**src/logic/owc_map.svh**
```systemverilog
`ifndef OWC_MAP_SVH
`define OWC_MAP_SVH

// Block base and printed register locations (word indices, not bytes)
`define OWC_BASE 32'h50000000
`define OWC_OFF_FAST_OSC 32'h50000022
`define OWC_OFF_LOWFREQ 32'h50000024
`define OWC_OFF_REF_TRIM 32'h50000028
`define OWC_OFF_ANA_STAT 32'h5000002a
`define OWC_OFF_WAKE_CTRL 32'h50000100
`define OWC_OFF_WAKE_THR 32'h50000102
`define OWC_OFF_IRQ_CLR 32'h50000104
`define OWC_OFF_WAKE_CNT 32'h50000106
`define OWC_OFF_CNT_CLR 32'h50000108
`define OWC_OFF_WAKE_SEL 32'h5000010a
`define OWC_OFF_WAKE_POL 32'h50000112
// Byte address on the bus is four times the index within the block
`define OWC_ADDR(off) (((off) - `OWC_BASE) << 2)

// Writable bit masks; reserved bits read zero
`define OWC_FAST_MASK 16'h03ff
`define OWC_LOWF_MASK 16'h1fff
`define OWC_REF_MASK 16'h7fff
`define OWC_WCTRL_MASK 16'h00ff
`define OWC_BYTE_MASK 16'h00ff

// Reset values
`define OWC_FAST_RST 16'h00a0
`define OWC_LOWF_RST 16'h0178
`define OWC_REF_RST 16'h0000
`define OWC_WCTRL_RST 16'h0000
`define OWC_BYTE_RST 8'h00
`define OWC_STAT_RST 9'h090

// Fast oscillator word fields
`define OWC_FO_NOISE 9
`define OWC_FO_HOLD 8
`define OWC_FO_CUR 7:5
`define OWC_FO_RCTRIM 4:1
`define OWC_FO_RCEN 0
// Low-frequency RC word fields
`define OWC_LF_SEL 12
`define OWC_LF_EN 11
`define OWC_LF_LOW 10
`define OWC_LF_BIAS 9:8
`define OWC_LF_TEMP 7:4
`define OWC_LF_TRIM 3:0
// Reference word fields
`define OWC_RF_SHUT 14
`define OWC_RF_RET 13:10
`define OWC_RF_IBIAS 9:5
`define OWC_RF_VTRIM 4:0
// Wake control fields
`define OWC_WC_IRQEN 7
`define OWC_WC_KEY 6
`define OWC_WC_DEB 5:0

// Debounce time base
`define OWC_CLK_PERIOD_NS 8
`define OWC_DEB_UNIT_NS 1000000

`endif

```
**src/logic/owc_pkg.sv**
```systemverilog
package owc_pkg;

  // Analog control outputs towards the oscillators and regulators
  typedef struct packed {
    logic xo_noise_filter_en;
    logic xo_bias_hold_en;
    logic [2:0] xo_bias_current;
    logic [3:0] fast_rc_freq_trim;
    logic fast_rc_en;
    logic slow_source_select;
    logic slow_rc_x_en;
    logic slow_rc_x_extra_low;
    logic [1:0] slow_rc_x_bias;
    logic [3:0] slow_rc_x_temp_ctrl;
    logic [3:0] slow_rc_x_freq_trim;
    logic ref_core_shutdown_test;
    logic [3:0] retention_reg_trim;
    logic [4:0] ref_bias_current_trim;
    logic [4:0] ref_voltage_trim;
  } owc_osc_ctrl_t;

  // Raw asynchronous health flags from the analog side
  typedef struct packed {
    logic boost_active;
    logic ref_ok;
    logic boost_batt_ok;
    logic adc_reg_ok;
    logic core_reg_ok;
    logic otp_reg_ok;
    logic conv_out_ok;
    logic batt_1v_above_thr;
    logic batt_1v_present;
  } owc_ana_raw_t;

  // Whole register and wakeup state of the block
  typedef struct packed {
    logic [15:0] fast_osc_config;
    logic [15:0] lowfreq_rc_config;
    logic [15:0] reference_trim;
    logic [15:0] wake_control;
    logic [7:0] wake_event_threshold;
    logic [7:0] wake_select;
    logic [7:0] wake_edge_polarity;
    logic [7:0] wake_count;
    logic wake_irq;
    logic key_prev;
    logic deb_pending;
    logic [5:0] deb_left;
    logic [31:0] ms_cnt;
    logic [31:0] prdata;
    logic pslverr;
  } owc_state_t;

endpackage

```
**src/logic/owc_sync.sv**
```systemverilog
`timescale 1ns/1ns
module owc_sync #(
  parameter int W = 1,
  parameter logic [W-1:0] RST = '0
) (
  input wire logic pclk,
  input wire logic presetn,
  input wire logic [W-1:0] d,
  output logic [W-1:0] q_mid,
  output logic [W-1:0] q
);

  typedef struct packed {
    logic [W-1:0] s1;
    logic [W-1:0] s2;
    logic [W-1:0] s3;
  } owc_sync_st_t;

  owc_sync_st_t st_r;
  owc_sync_st_t st_nxt;

  // Three stages; the first is read only by the second
  always_comb begin
    st_nxt = st_r;
    st_nxt.s1 = d;
    st_nxt.s2 = st_r.s1;
    st_nxt.s3 = st_r.s2;
  end

  always_ff @(posedge pclk or negedge presetn) begin
    if (!presetn) begin
      st_r <= {RST, RST, RST};
    end else begin
      st_r <= st_nxt;
    end
  end

  assign q_mid = st_r.s2;
  assign q = st_r.s3;

endmodule // owc_sync

```
**src/logic/owc_regs.sv**
```systemverilog
// Design decision made here: the APB register port.
`timescale 1ns/1ns
`include "owc_map.svh"
module owc_regs #(
  parameter int ADDR_W = 12,
  parameter int NUM_WAKE_IN = 8,
  parameter int MS_CYCLES = `OWC_DEB_UNIT_NS / `OWC_CLK_PERIOD_NS
) (
  input wire logic pclk,
  input wire logic presetn,
  input wire logic psel,
  input wire logic penable,
  input wire logic pwrite,
  input wire logic [ADDR_W-1:0] paddr,
  input wire logic [31:0] pwdata,
  output logic [31:0] prdata,
  output logic pready,
  output logic pslverr,
  input wire owc_pkg::owc_ana_raw_t ana_raw,
  input wire logic [NUM_WAKE_IN-1:0] wake_in,
  output owc_pkg::owc_osc_ctrl_t osc_ctrl,
  output logic wake_irq
);

  // Byte addresses of the registers on the bus
  localparam logic [ADDR_W-1:0] A_FAST =
    ADDR_W'(`OWC_ADDR(`OWC_OFF_FAST_OSC));
  localparam logic [ADDR_W-1:0] A_LOWF =
    ADDR_W'(`OWC_ADDR(`OWC_OFF_LOWFREQ));
  localparam logic [ADDR_W-1:0] A_REF =
    ADDR_W'(`OWC_ADDR(`OWC_OFF_REF_TRIM));
  localparam logic [ADDR_W-1:0] A_STAT =
    ADDR_W'(`OWC_ADDR(`OWC_OFF_ANA_STAT));
  localparam logic [ADDR_W-1:0] A_WCTRL =
    ADDR_W'(`OWC_ADDR(`OWC_OFF_WAKE_CTRL));
  localparam logic [ADDR_W-1:0] A_THR =
    ADDR_W'(`OWC_ADDR(`OWC_OFF_WAKE_THR));
  localparam logic [ADDR_W-1:0] A_ICLR =
    ADDR_W'(`OWC_ADDR(`OWC_OFF_IRQ_CLR));
  localparam logic [ADDR_W-1:0] A_CNT =
    ADDR_W'(`OWC_ADDR(`OWC_OFF_WAKE_CNT));
  localparam logic [ADDR_W-1:0] A_CCLR =
    ADDR_W'(`OWC_ADDR(`OWC_OFF_CNT_CLR));
  localparam logic [ADDR_W-1:0] A_SEL =
    ADDR_W'(`OWC_ADDR(`OWC_OFF_WAKE_SEL));
  localparam logic [ADDR_W-1:0] A_POL =
    ADDR_W'(`OWC_ADDR(`OWC_OFF_WAKE_POL));

  localparam logic [31:0] MS_LAST = 32'(MS_CYCLES - 1);

  // Refuse settings the decode or the counters cannot serve
  initial begin
    if (ADDR_W < 11 || ADDR_W > 32) begin
      $error("owc_regs: ADDR_W must be 11 to 32");
    end
    if (NUM_WAKE_IN < 1 || NUM_WAKE_IN > 8) begin
      $error("owc_regs: NUM_WAKE_IN must be 1 to 8");
    end
    if (MS_CYCLES < 1) begin
      $error("owc_regs: MS_CYCLES must be at least 1");
    end
  end

  owc_pkg::owc_state_t st_r;
  owc_pkg::owc_state_t st_nxt;

  logic [8:0] stat_sync;
  logic [NUM_WAKE_IN-1:0] pin_mid;
  logic [NUM_WAKE_IN-1:0] pin_q;
  logic [NUM_WAKE_IN-1:0] pin_hit;
  logic [15:0] stat_word;
  logic setup_ph;
  logic wr_acc;
  logic mapped;
  logic [15:0] rd_word;
  logic key_rise;
  logic raw_event;
  logic ms_tick;
  logic count_event;
  logic irq_clr;
  logic cnt_clr;
  logic [7:0] count_inc;

  // Analog health flags cross into pclk before anyone reads them
  owc_sync #(
    .W(9),
    .RST(`OWC_STAT_RST)
  ) u_stat_sync (
    .pclk(pclk),
    .presetn(presetn),
    .d(ana_raw),
    .q_mid(),
    .q(stat_sync)
  );

  // Wake pins: an edge counts once stages two and three disagree
  owc_sync #(
    .W(NUM_WAKE_IN),
    .RST('0)
  ) u_pin_sync (
    .pclk(pclk),
    .presetn(presetn),
    .d(wake_in),
    .q_mid(pin_mid),
    .q(pin_q)
  );

  // Status word layout; bit 8 and the top bits are reserved
  assign stat_word = {6'h00, stat_sync[8], 1'b0,
                      stat_sync[7:0]};

  // Per-input edge with chosen direction, only for enabled inputs
  genvar gi;
  generate
    for (gi = 0; gi < NUM_WAKE_IN; gi++) begin : g_pin
      assign pin_hit[gi] = st_r.wake_select[gi] &
                           (pin_mid[gi] != pin_q[gi]) &
                           (pin_mid[gi] ^
                            st_r.wake_edge_polarity[gi]);
    end
  endgenerate

  // Bus phases; the slave never stretches the access phase
  assign setup_ph = psel & ~penable;
  assign wr_acc = psel & penable & pwrite;
  assign pready = 1'b1;

  // Address decode and read mux
  always_comb begin
    mapped = 1'b1;
    rd_word = 16'h0000;
    if (paddr == A_FAST) begin
      rd_word = st_r.fast_osc_config;
    end else if (paddr == A_LOWF) begin
      rd_word = st_r.lowfreq_rc_config;
    end else if (paddr == A_REF) begin
      rd_word = st_r.reference_trim;
    end else if (paddr == A_STAT) begin
      rd_word = stat_word;
    end else if (paddr == A_WCTRL) begin
      rd_word = st_r.wake_control;
    end else if (paddr == A_THR) begin
      rd_word = {8'h00, st_r.wake_event_threshold};
    end else if (paddr == A_ICLR) begin
      rd_word = 16'h0000;
    end else if (paddr == A_CNT) begin
      rd_word = {8'h00, st_r.wake_count};
    end else if (paddr == A_CCLR) begin
      rd_word = 16'h0000;
    end else if (paddr == A_SEL) begin
      rd_word = {8'h00, st_r.wake_select};
    end else if (paddr == A_POL) begin
      rd_word = {8'h00, st_r.wake_edge_polarity};
    end else begin
      mapped = 1'b0;
    end
  end

  // Key events: soft key on its rising edge, pins while it is low
  assign key_rise = st_r.wake_control[`OWC_WC_KEY] & ~st_r.key_prev;
  assign raw_event = key_rise |
                     ((|pin_hit) &
                      ~st_r.wake_control[`OWC_WC_KEY]);

  // Millisecond enable from a divider that restarts when a press starts the wait and counts only while it is pending
  assign ms_tick = st_r.deb_pending && (st_r.ms_cnt == MS_LAST);

  // A press counts at once without debounce, else when the wait ends
  assign count_event =
    (raw_event && !st_r.deb_pending &&
     st_r.wake_control[`OWC_WC_DEB] == 6'h00) ||
    (ms_tick && st_r.deb_left == 6'h01);

  assign irq_clr = wr_acc && mapped && paddr == A_ICLR;
  assign cnt_clr = wr_acc && mapped && paddr == A_CCLR;
  assign count_inc = st_r.wake_count + 8'h01;

  // Next state of every register
  always_comb begin
    st_nxt = st_r;
    st_nxt.key_prev = st_r.wake_control[`OWC_WC_KEY];

    // Debounce timer; presses during the wait are swallowed
    if (st_r.deb_pending) begin
      if (ms_tick) begin
        st_nxt.ms_cnt = 32'h00000000;
        st_nxt.deb_left = st_r.deb_left - 6'h01;
        if (st_r.deb_left == 6'h01) begin
          st_nxt.deb_pending = 1'b0;
        end
      end else begin
        st_nxt.ms_cnt = st_r.ms_cnt + 32'h00000001;
      end
    end else if (raw_event &&
                 st_r.wake_control[`OWC_WC_DEB] != 6'h00) begin
      st_nxt.deb_pending = 1'b1;
      st_nxt.deb_left = st_r.wake_control[`OWC_WC_DEB];
      st_nxt.ms_cnt = 32'h00000000;
    end

    // Event counter; a new event beats a same-cycle clear
    if (irq_clr || cnt_clr) begin
      st_nxt.wake_count = count_event ? 8'h01 : 8'h00;
    end else if (count_event) begin
      st_nxt.wake_count = count_inc;
    end

    // Sticky interrupt; the set wins over a same-cycle clear
    if (count_event && st_r.wake_control[`OWC_WC_IRQEN] &&
        ((irq_clr || cnt_clr) ? 8'h01 : count_inc) ==
        st_r.wake_event_threshold) begin
      st_nxt.wake_irq = 1'b1;
    end else if (irq_clr) begin
      st_nxt.wake_irq = 1'b0;
    end

    // Register writes in the access phase, reserved bits masked
    if (wr_acc && mapped) begin
      if (paddr == A_FAST) begin
        st_nxt.fast_osc_config =
          pwdata[15:0] & `OWC_FAST_MASK;
      end else if (paddr == A_LOWF) begin
        st_nxt.lowfreq_rc_config =
          pwdata[15:0] & `OWC_LOWF_MASK;
      end else if (paddr == A_REF) begin
        st_nxt.reference_trim =
          pwdata[15:0] & `OWC_REF_MASK;
      end else if (paddr == A_WCTRL) begin
        st_nxt.wake_control = pwdata[15:0] & `OWC_WCTRL_MASK;
      end else if (paddr == A_THR) begin
        st_nxt.wake_event_threshold = pwdata[7:0];
      end else if (paddr == A_SEL) begin
        st_nxt.wake_select = pwdata[7:0] & 8'(`OWC_BYTE_MASK);
      end else if (paddr == A_POL) begin
        st_nxt.wake_edge_polarity = pwdata[7:0];
      end
    end

    // Read data and error are captured in setup for the access phase
    if (setup_ph) begin
      st_nxt.prdata = {16'h0000, rd_word};
      st_nxt.pslverr = ~mapped;
    end
  end

  // Single register stage for the whole block
  always_ff @(posedge pclk or negedge presetn) begin
    if (!presetn) begin
      st_r.fast_osc_config <= `OWC_FAST_RST;
      st_r.lowfreq_rc_config <= `OWC_LOWF_RST;
      st_r.reference_trim <= `OWC_REF_RST;
      st_r.wake_control <= `OWC_WCTRL_RST;
      st_r.wake_event_threshold <= `OWC_BYTE_RST;
      st_r.wake_select <= `OWC_BYTE_RST;
      st_r.wake_edge_polarity <= `OWC_BYTE_RST;
      st_r.wake_count <= `OWC_BYTE_RST;
      st_r.wake_irq <= 1'b0;
      st_r.key_prev <= 1'b0;
      st_r.deb_pending <= 1'b0;
      st_r.deb_left <= 6'h00;
      st_r.ms_cnt <= 32'h00000000;
      st_r.prdata <= 32'h00000000;
      st_r.pslverr <= 1'b0;
    end else begin
      st_r <= st_nxt;
    end
  end

  // Read data and interrupt straight from flops; error flop gated by psel and penable
  assign prdata = st_r.prdata;
  assign pslverr = st_r.pslverr & psel & penable;
  assign wake_irq = st_r.wake_irq;

  // Field breakout towards the analog blocks
  always_comb begin
    osc_ctrl.xo_noise_filter_en =
      st_r.fast_osc_config[`OWC_FO_NOISE];
    osc_ctrl.xo_bias_hold_en =
      st_r.fast_osc_config[`OWC_FO_HOLD];
    osc_ctrl.xo_bias_current =
      st_r.fast_osc_config[`OWC_FO_CUR];
    osc_ctrl.fast_rc_freq_trim =
      st_r.fast_osc_config[`OWC_FO_RCTRIM];
    osc_ctrl.fast_rc_en = st_r.fast_osc_config[`OWC_FO_RCEN];
    osc_ctrl.slow_source_select =
      st_r.lowfreq_rc_config[`OWC_LF_SEL];
    osc_ctrl.slow_rc_x_en = st_r.lowfreq_rc_config[`OWC_LF_EN];
    osc_ctrl.slow_rc_x_extra_low =
      st_r.lowfreq_rc_config[`OWC_LF_LOW];
    osc_ctrl.slow_rc_x_bias = st_r.lowfreq_rc_config[`OWC_LF_BIAS];
    osc_ctrl.slow_rc_x_temp_ctrl = st_r.lowfreq_rc_config[`OWC_LF_TEMP];
    osc_ctrl.slow_rc_x_freq_trim =
      st_r.lowfreq_rc_config[`OWC_LF_TRIM];
    // Test shutdown is passed through as written; no hardware guard
    osc_ctrl.ref_core_shutdown_test = st_r.reference_trim[`OWC_RF_SHUT];
    // Low-voltage trim codes are not clamped, software must avoid them
    osc_ctrl.retention_reg_trim = st_r.reference_trim[`OWC_RF_RET];
    osc_ctrl.ref_bias_current_trim =
      st_r.reference_trim[`OWC_RF_IBIAS];
    osc_ctrl.ref_voltage_trim = st_r.reference_trim[`OWC_RF_VTRIM];
  end

endmodule // owc_regs

```
**config.mk**
```make
export PLATFORM = sky130hd
export DESIGN_NAME = owc_regs
export DESIGN_NICKNAME = d
export VERILOG_FILES = /design/src/logic/owc_pkg.sv /design/src/logic/owc_sync.sv /design/src/logic/owc_regs.sv
export VERILOG_INCLUDE_DIRS = /design/src /design/src/logic
export SDC_FILE = /design/constraint.sdc
export NUM_CORES = 1
export LEC_CHECK = 0
export BUFFER_PORTS_ARGS = -buffer_cell sky130_fd_sc_hd__buf_2
export CAP_MARGIN = 30
export CORE_ASPECT_RATIO = 0.9
export CORE_UTILIZATION = 40
export CTS_CLUSTER_SIZE = 14
export DETAILED_ROUTE_END_ITERATION = 10
export GPL_TIMING_DRIVEN = 1
export MAX_ROUTING_LAYER = met4
export PLACE_DENSITY_LB_ADDON = 0.25
export SYNTH_ARGS = -nofsm -noshare
export SYNTH_HDL_FRONTEND = slang
export SYNTH_SLANG_ARGS = --single-unit
```
**constraint.sdc**
```tcl
create_clock -name pclk -period 4.9 [get_ports pclk]
set_input_delay 0.49 -clock pclk [delete_from_list [all_inputs] [get_ports pclk]]
set_output_delay 0.49 -clock pclk [all_outputs]
set_load 0.005 [all_outputs]
```
== After elaboration in Yosys (flattened, before gate mapping) ==
Cells that the tools add are included.

* Bitwise logic cells: 42
* Mux-type cells: 33
* Reductions and logical operators: 27
* $add $sub $neg: 3
* Equality and inequality tests: 23

{| class="wikitable"
|+ Operator list
! kind !! count
|-
| $eq A12 B11 Y1 const B || 7
|-
| $mux W8 || 10
|-
| $mux W39 || 2
|-
| $eq A12 B8 Y1 const B || 4
|-
| $add A32 B1 Y32 const B || 1
|-
| $eq A32 B17 Y1 const B || 1
|-
| $mux W16 || 2
|-
| $mux W32 || 1
|-
| $and A1 B1 Y1 || 23
|-
| $mux W1 || 15
|-
| $mux W15 || 1
|-
| $logic_and A1 B1 Y1 || 10
|-
| $mux W10 || 1
|-
| $not A1 Y1 || 10
|-
| $add A8 B1 Y8 const B || 1
|-
| $eq A8 B8 Y1 || 1
|-
| $ne A1 B1 Y1 || 8
|-
| $reduce_and A8 Y1 || 1
|-
| $reduce_or A8 Y1 || 1
|-
| $xor A1 B1 Y1 || 8
|-
| $mux W7 || 1
|-
| $reduce_and A7 Y1 || 1
|-
| $eq A6 B1 Y1 const B || 1
|-
| $logic_not A6 Y1 || 1
|-
| 12 further kinds || 16
|}

* Output and inout port bits: 73
* Word-level logic and storage cells: 149
* Register bits: 187

== Longest topological paths before layout ==
* Word-level depth: 19
* Gate-level depth with buffers: 8
* Depth with buffers taken out: 7

== Hierarchy ==
From an unflattened synthesis, not the netlist that was laid out.

* Cells, all modules: 836
* Area total of the unflattened synthesis: 9091.2 um^2

{| class="wikitable"
|+ Modules (own cells, without submodules)
! module !! instances !! area each (um^2) !! sequential area each (um^2) !! cells an instance
|-
| owc_regs || 1 || 7679.9 || 3387.0 || 768
|-
| owc_sync (u_stat_sync) || 1 || 750.7 || 683.2 || 36
|-
| owc_sync (u_pin_sync) || 1 || 660.6 || 600.6 || 32
|}

== Worst setup path before layout ==
No wires, ideal clock.

* Path kind: input -> register
* From: input port paddr[4]
* To: register st_r[90] (netlist bit)
* Stages on the path: 8
* Required time: 4.775 ns
* Buffers on the path: 2
* Arrival time: 2.316 ns
* Setup slack: 2.459 ns
* Path through: buf_2 nand2b_2 nor2_1 a2bb2oi_1 o41ai_4 and4_1 buf_4 mux2_2

* Cells in the longest elaborated chain, start to end: 14
* Elaborated cells between the ends (all ways): 29
* Those cells by class: eq/ne (11); mux (11); bitwise (5); reduce/logical (2)

{| class="wikitable"
|+ Ends and longest elaborated chain
! element !! RTL line !! text
|-
| start, declared || owc_regs.sv:14 || <nowiki>input wire logic [ADDR_W-1:0] paddr,</nowiki>
|-
| $eq A12 B11 Y1 || owc_regs.sv:152 || <nowiki>end else if (paddr == A_POL) begin</nowiki>
|-
| $mux W1 || owc_regs.sv:152 ||
|-
| $mux W1 || owc_regs.sv:150 || <nowiki>end else if (paddr == A_SEL) begin</nowiki>
|-
| $mux W1 || owc_regs.sv:148 || <nowiki>end else if (paddr == A_CCLR) begin</nowiki>
|-
| $mux W1 || owc_regs.sv:146 || <nowiki>end else if (paddr == A_CNT) begin</nowiki>
|-
| $mux W1 || owc_regs.sv:144 || <nowiki>end else if (paddr == A_ICLR) begin</nowiki>
|-
| $mux W1 || owc_regs.sv:142 || <nowiki>end else if (paddr == A_THR) begin</nowiki>
|-
| $mux W1 || owc_regs.sv:140 || <nowiki>end else if (paddr == A_WCTRL) begin</nowiki>
|-
| $mux W1 || owc_regs.sv:138 || <nowiki>end else if (paddr == A_STAT) begin</nowiki>
|-
| $mux W1 || owc_regs.sv:136 || <nowiki>end else if (paddr == A_REF) begin</nowiki>
|-
| $mux W1 || owc_regs.sv:134 || <nowiki>end else if (paddr == A_LOWF) begin</nowiki>
|-
| $mux W1 || owc_regs.sv:132 || <nowiki>if (paddr == A_FAST) begin</nowiki>
|-
| $logic_and A1 B1 Y1 || owc_regs.sv:218 || <nowiki>if (wr_acc && mapped) begin</nowiki>
|-
| $reduce_and A7 Y1 (no source line) * || -- ||
|-
| end signal, assigned || owc_regs.sv:265 || <nowiki>st_r <= st_nxt;</nowiki>
|-
| end, declared || owc_regs.sv:64 || <nowiki>owc_pkg::owc_state_t st_r;</nowiki>
|}

Every way passes the cells marked *; elsewhere a longest branch is shown, timed or not.
A chain may end at the register's enable or synchronous reset.

== Final worst setup path ==
* From: register st_r[71] (netlist bit)
* To: register st_r[81] (netlist bit)

* Cells in the longest elaborated chain, start to end: 5
* Elaborated cells between the ends (all ways): 7
* Those cells by class: reduce/logical (7)

{| class="wikitable"
|+ Ends and longest elaborated chain
! element !! RTL line !! text
|-
| $logic_not A1 Y1 || owc_regs.sv:170 || <nowiki>(raw_event && !st_r.deb_pending &&</nowiki>
|-
| $logic_and A1 B1 Y1 (2 in series) || owc_regs.sv:170 ||
|-
| $logic_or A1 B1 Y1 * || owc_regs.sv:170 ||
|-
| $reduce_bool A2 Y1 (no source line) * || -- ||
|}

Marked as above.

==> impl_metrics.tcl <==
set metrics [dict create \
    powerDensity_nw_per_um2 301 \
    syn_avg_cell_area_sq_um 10.7 \
    grt_pass1_wl_um 35600 \
    min_path_type "input port to flip-flop" \
    arrival_ps 3130 \
    setup_viol 0 \
    synth_edf_count 0 \
    finalCritPeriodShare_pct 57.3 \
    ys.flop_type "dfrtp_1" \
    grt_pass1_vias 6323 \
    drt_iter0_markers 505 \
    grt.total_usage_pct 19.5 \
    skew_ps 13.2 \
    hold_viol_final 0 \
    cts_root_buffer "clkbuf_16" \
    final_core_util_pct 45.7 \
    leakagePower_nw 4.91 \
    die_area_sq_um 24200 \
    design_area_sq_um 10400 \
    layout.nets 991 \
    yosysTopAreaCell "dfrtp_1" \
    die_y_um 148 \
    fp-row-count 52 \
    coreArea_sq_um 22800 \
    maxCapViolations 0 \
    tritoncts "built" \
    antenna_left 0 \
    syn-cell-area_sq_um 9450 \
    worst_setup_path_start_kind "flip-flop" \
    status "completed" \
    max_freq_mhz 356 \
    drcViolationCount 0 \
    yosysTopAreaCellShare_pct 45.8 \
    antennaDiodeCount 0 \
    synth_area_leaders "dfrtp_1 (46%), mux2_2 (6.9%), buf_4 (5.7%)" \
    numCtsBuffers 17 \
    grt_overflow 0 \
    ir_drop_mv 0.209 \
    dp.final_hpwl_um 15400 \
    clkLatencyLatePin_ps 440 \
    synth-seq-cells 186 \
    grt_max_degree 110 \
    dieWidth_um 164 \
    cts_htree_levels 4 \
    ys_seq_area_share_pct 49.4 \
    postCtsSetupRepairBufs 0 \
    synthTopCellsByCount "dfrtp_1 (173), buf_4 (72), mux2_2 (58)" \
    yosysWarnings 0 \
    slew_headroom_pct 34.0 \
    path_max_fanout 29 \
    end_kind "flip-flop" \
    fillers 2149 \
    post_dp_cell_area_sq_um 9790 \
    ios 139 \
    clockBufferDepth 2 \
    antenna_found_initial 0 \
    gp_congestion 0.867 \
    period_minus_slack_ps 2810 \
    syn_to_final_growth_pct 10.4 \
    clk_pin_slew_ps 70 \
    wl_per_cell_um 18.1 \
    synth_cell_type_count 81 \
    setup_tns_ps 0 \
    syn-instance-count 879 \
    drt_first_pass_iters 5 \
    start_util_pct 41.4 \
    drive_gt1_share_pct 26.1 \
    wirelength_um 22300 \
    rrSetupSlack_ps 2090 \
    vias 6858 \
    yosysMostFrequentCell "dfrtp_1" \
    slew_viol_final 0 \
    cts.sinks 186 \
    postSynth.asyncResetShare_pct 100 \
    tightest_slew_ps 984 \
    path_class "flip-flop to flip-flop" \
    viasPerCell 5.57 \
    rsz0062_at_grt "false" \
    cp.required_ps 5220 \
    io_buffers 103 \
]
## sequential cells by signal, indices dropped and copies added (netlist names)
name and cells:
osc_ctrl 38, prdata 15, st_nxt 1, st_r 80, u_pin_sync.q 8, u_pin_sync.q_mid 8, u_pin_sync.st_nxt 8, u_stat_sync.q 9
u_stat_sync.q_mid 9, u_stat_sync.st_nxt 9, wake_irq 1
## per-layer routing
| metal | share of wire [%] | wire [um] | track usage, % |
|---|---|---|---|
| met4 | 1.0 | 231 | 4.95 |
| met2 | 45 | 9920 | 27.4 |
| met5 | 0 | 0 | - |
| met1 | 49 | 11000 | 28.8 |
| met3 | 5.1 | 1130 | 3.40 |
## power breakdown
part	switching, mW	internal (mW)
Sequential	0.0160	1.57
Combinational	0.0892	0.0454
Clock	0.645	0.782
Total	0.750	2.40
## worst max-delay path, stage by stage, from the launching register on
cell      delay [ps]
dfrtp_1          470
inv_1            730
nand2_1          200
nor2_1           160
a21boi_0         720
o21ai_0          240
mux2i_1          160
## path summary, 6_finish.rpt
kind	start	to	depth (start not counted)
setup reg to reg	st_r[71]	st_r[81]	6
max in group asynchronous	presetn	u_stat_sync.st_nxt[13]	4
setup / recovery	st_r[71]	st_r[81]	6
min in group asynchronous	presetn	prdata[12]	2
hold reg to reg	u_pin_sync.st_nxt[11]	u_pin_sync.q_mid[3]	0
hold / removal	ana_raw[7]	u_stat_sync.st_nxt[16]	1
## logic make-up (layout without fill, tap and decap cells)
family,count (synthesis),count (layout),synth area share (%)
compound gates,193,193,13.8
xor+xnor,16,16,1.48
fa+ha+maj,4,4,0.530
buf+inv,128,167,8.19
flops,186,186,49.4
mux,77,77,9.47
other cells,2,18,0.0795
simple gates,273,273,17.0
## stage by stage
step                setup slack (ps)  power (mW)  hold WS (ps)  instances
finish                          2090        3.15           146       1231
global route                    1870        3.26           129       1231
CTS                             2140        3.17           129       1229
detailed placement              1880        1.75           335       1197
global placement                1910        1.75           335       1195
floorplan                       2460        1.68           194        895
## layout by cell type, fill, tap and decap left out, types with 14 or more instances in the layout
| master | n |
|---|---|
| mux2_2 | 58 |
| dfrtp_1 | 173 |
| and3_1 | 18 |
| nor2_1 | 52 |
| conb_1 | 18 |
| nor3_1 | 17 |
| nand2_1 | 46 |
| inv_1 | 21 |
| buf_2 | 104 |
| nand4_1 | 14 |
| a21oi_1 | 49 |
| a22o_1 | 14 |
| nand3_1 | 36 |
| clkbuf_16 | 17 |
| o21ai_0 | 47 |
## final cells by class
| cell class | count | area (sq um) | share of cell area, % |
|---|---|---|---|
| clock buffer | 19 | 443 | 4.25 |
| multi-input combinational | 581 | 4070 | 39.0 |
| timing repair buffer | 114 | 637 | 6.10 |
| inverter | 21 | 78.8 | 0.756 |
| clock inverter | 13 | 160 | 1.54 |
| sequential | 186 | 4670 | 44.8 |
| tap | 297 | 372 | 3.56 |
## repair_timing
item	in CTS	in global routing
gates resized for setup	0	0
hold buffers	0	1
setup endpoints to repair	0	0
endpoints found under the hold margin	0	2
No activity file was read; power rests on OpenSTA's default activity.
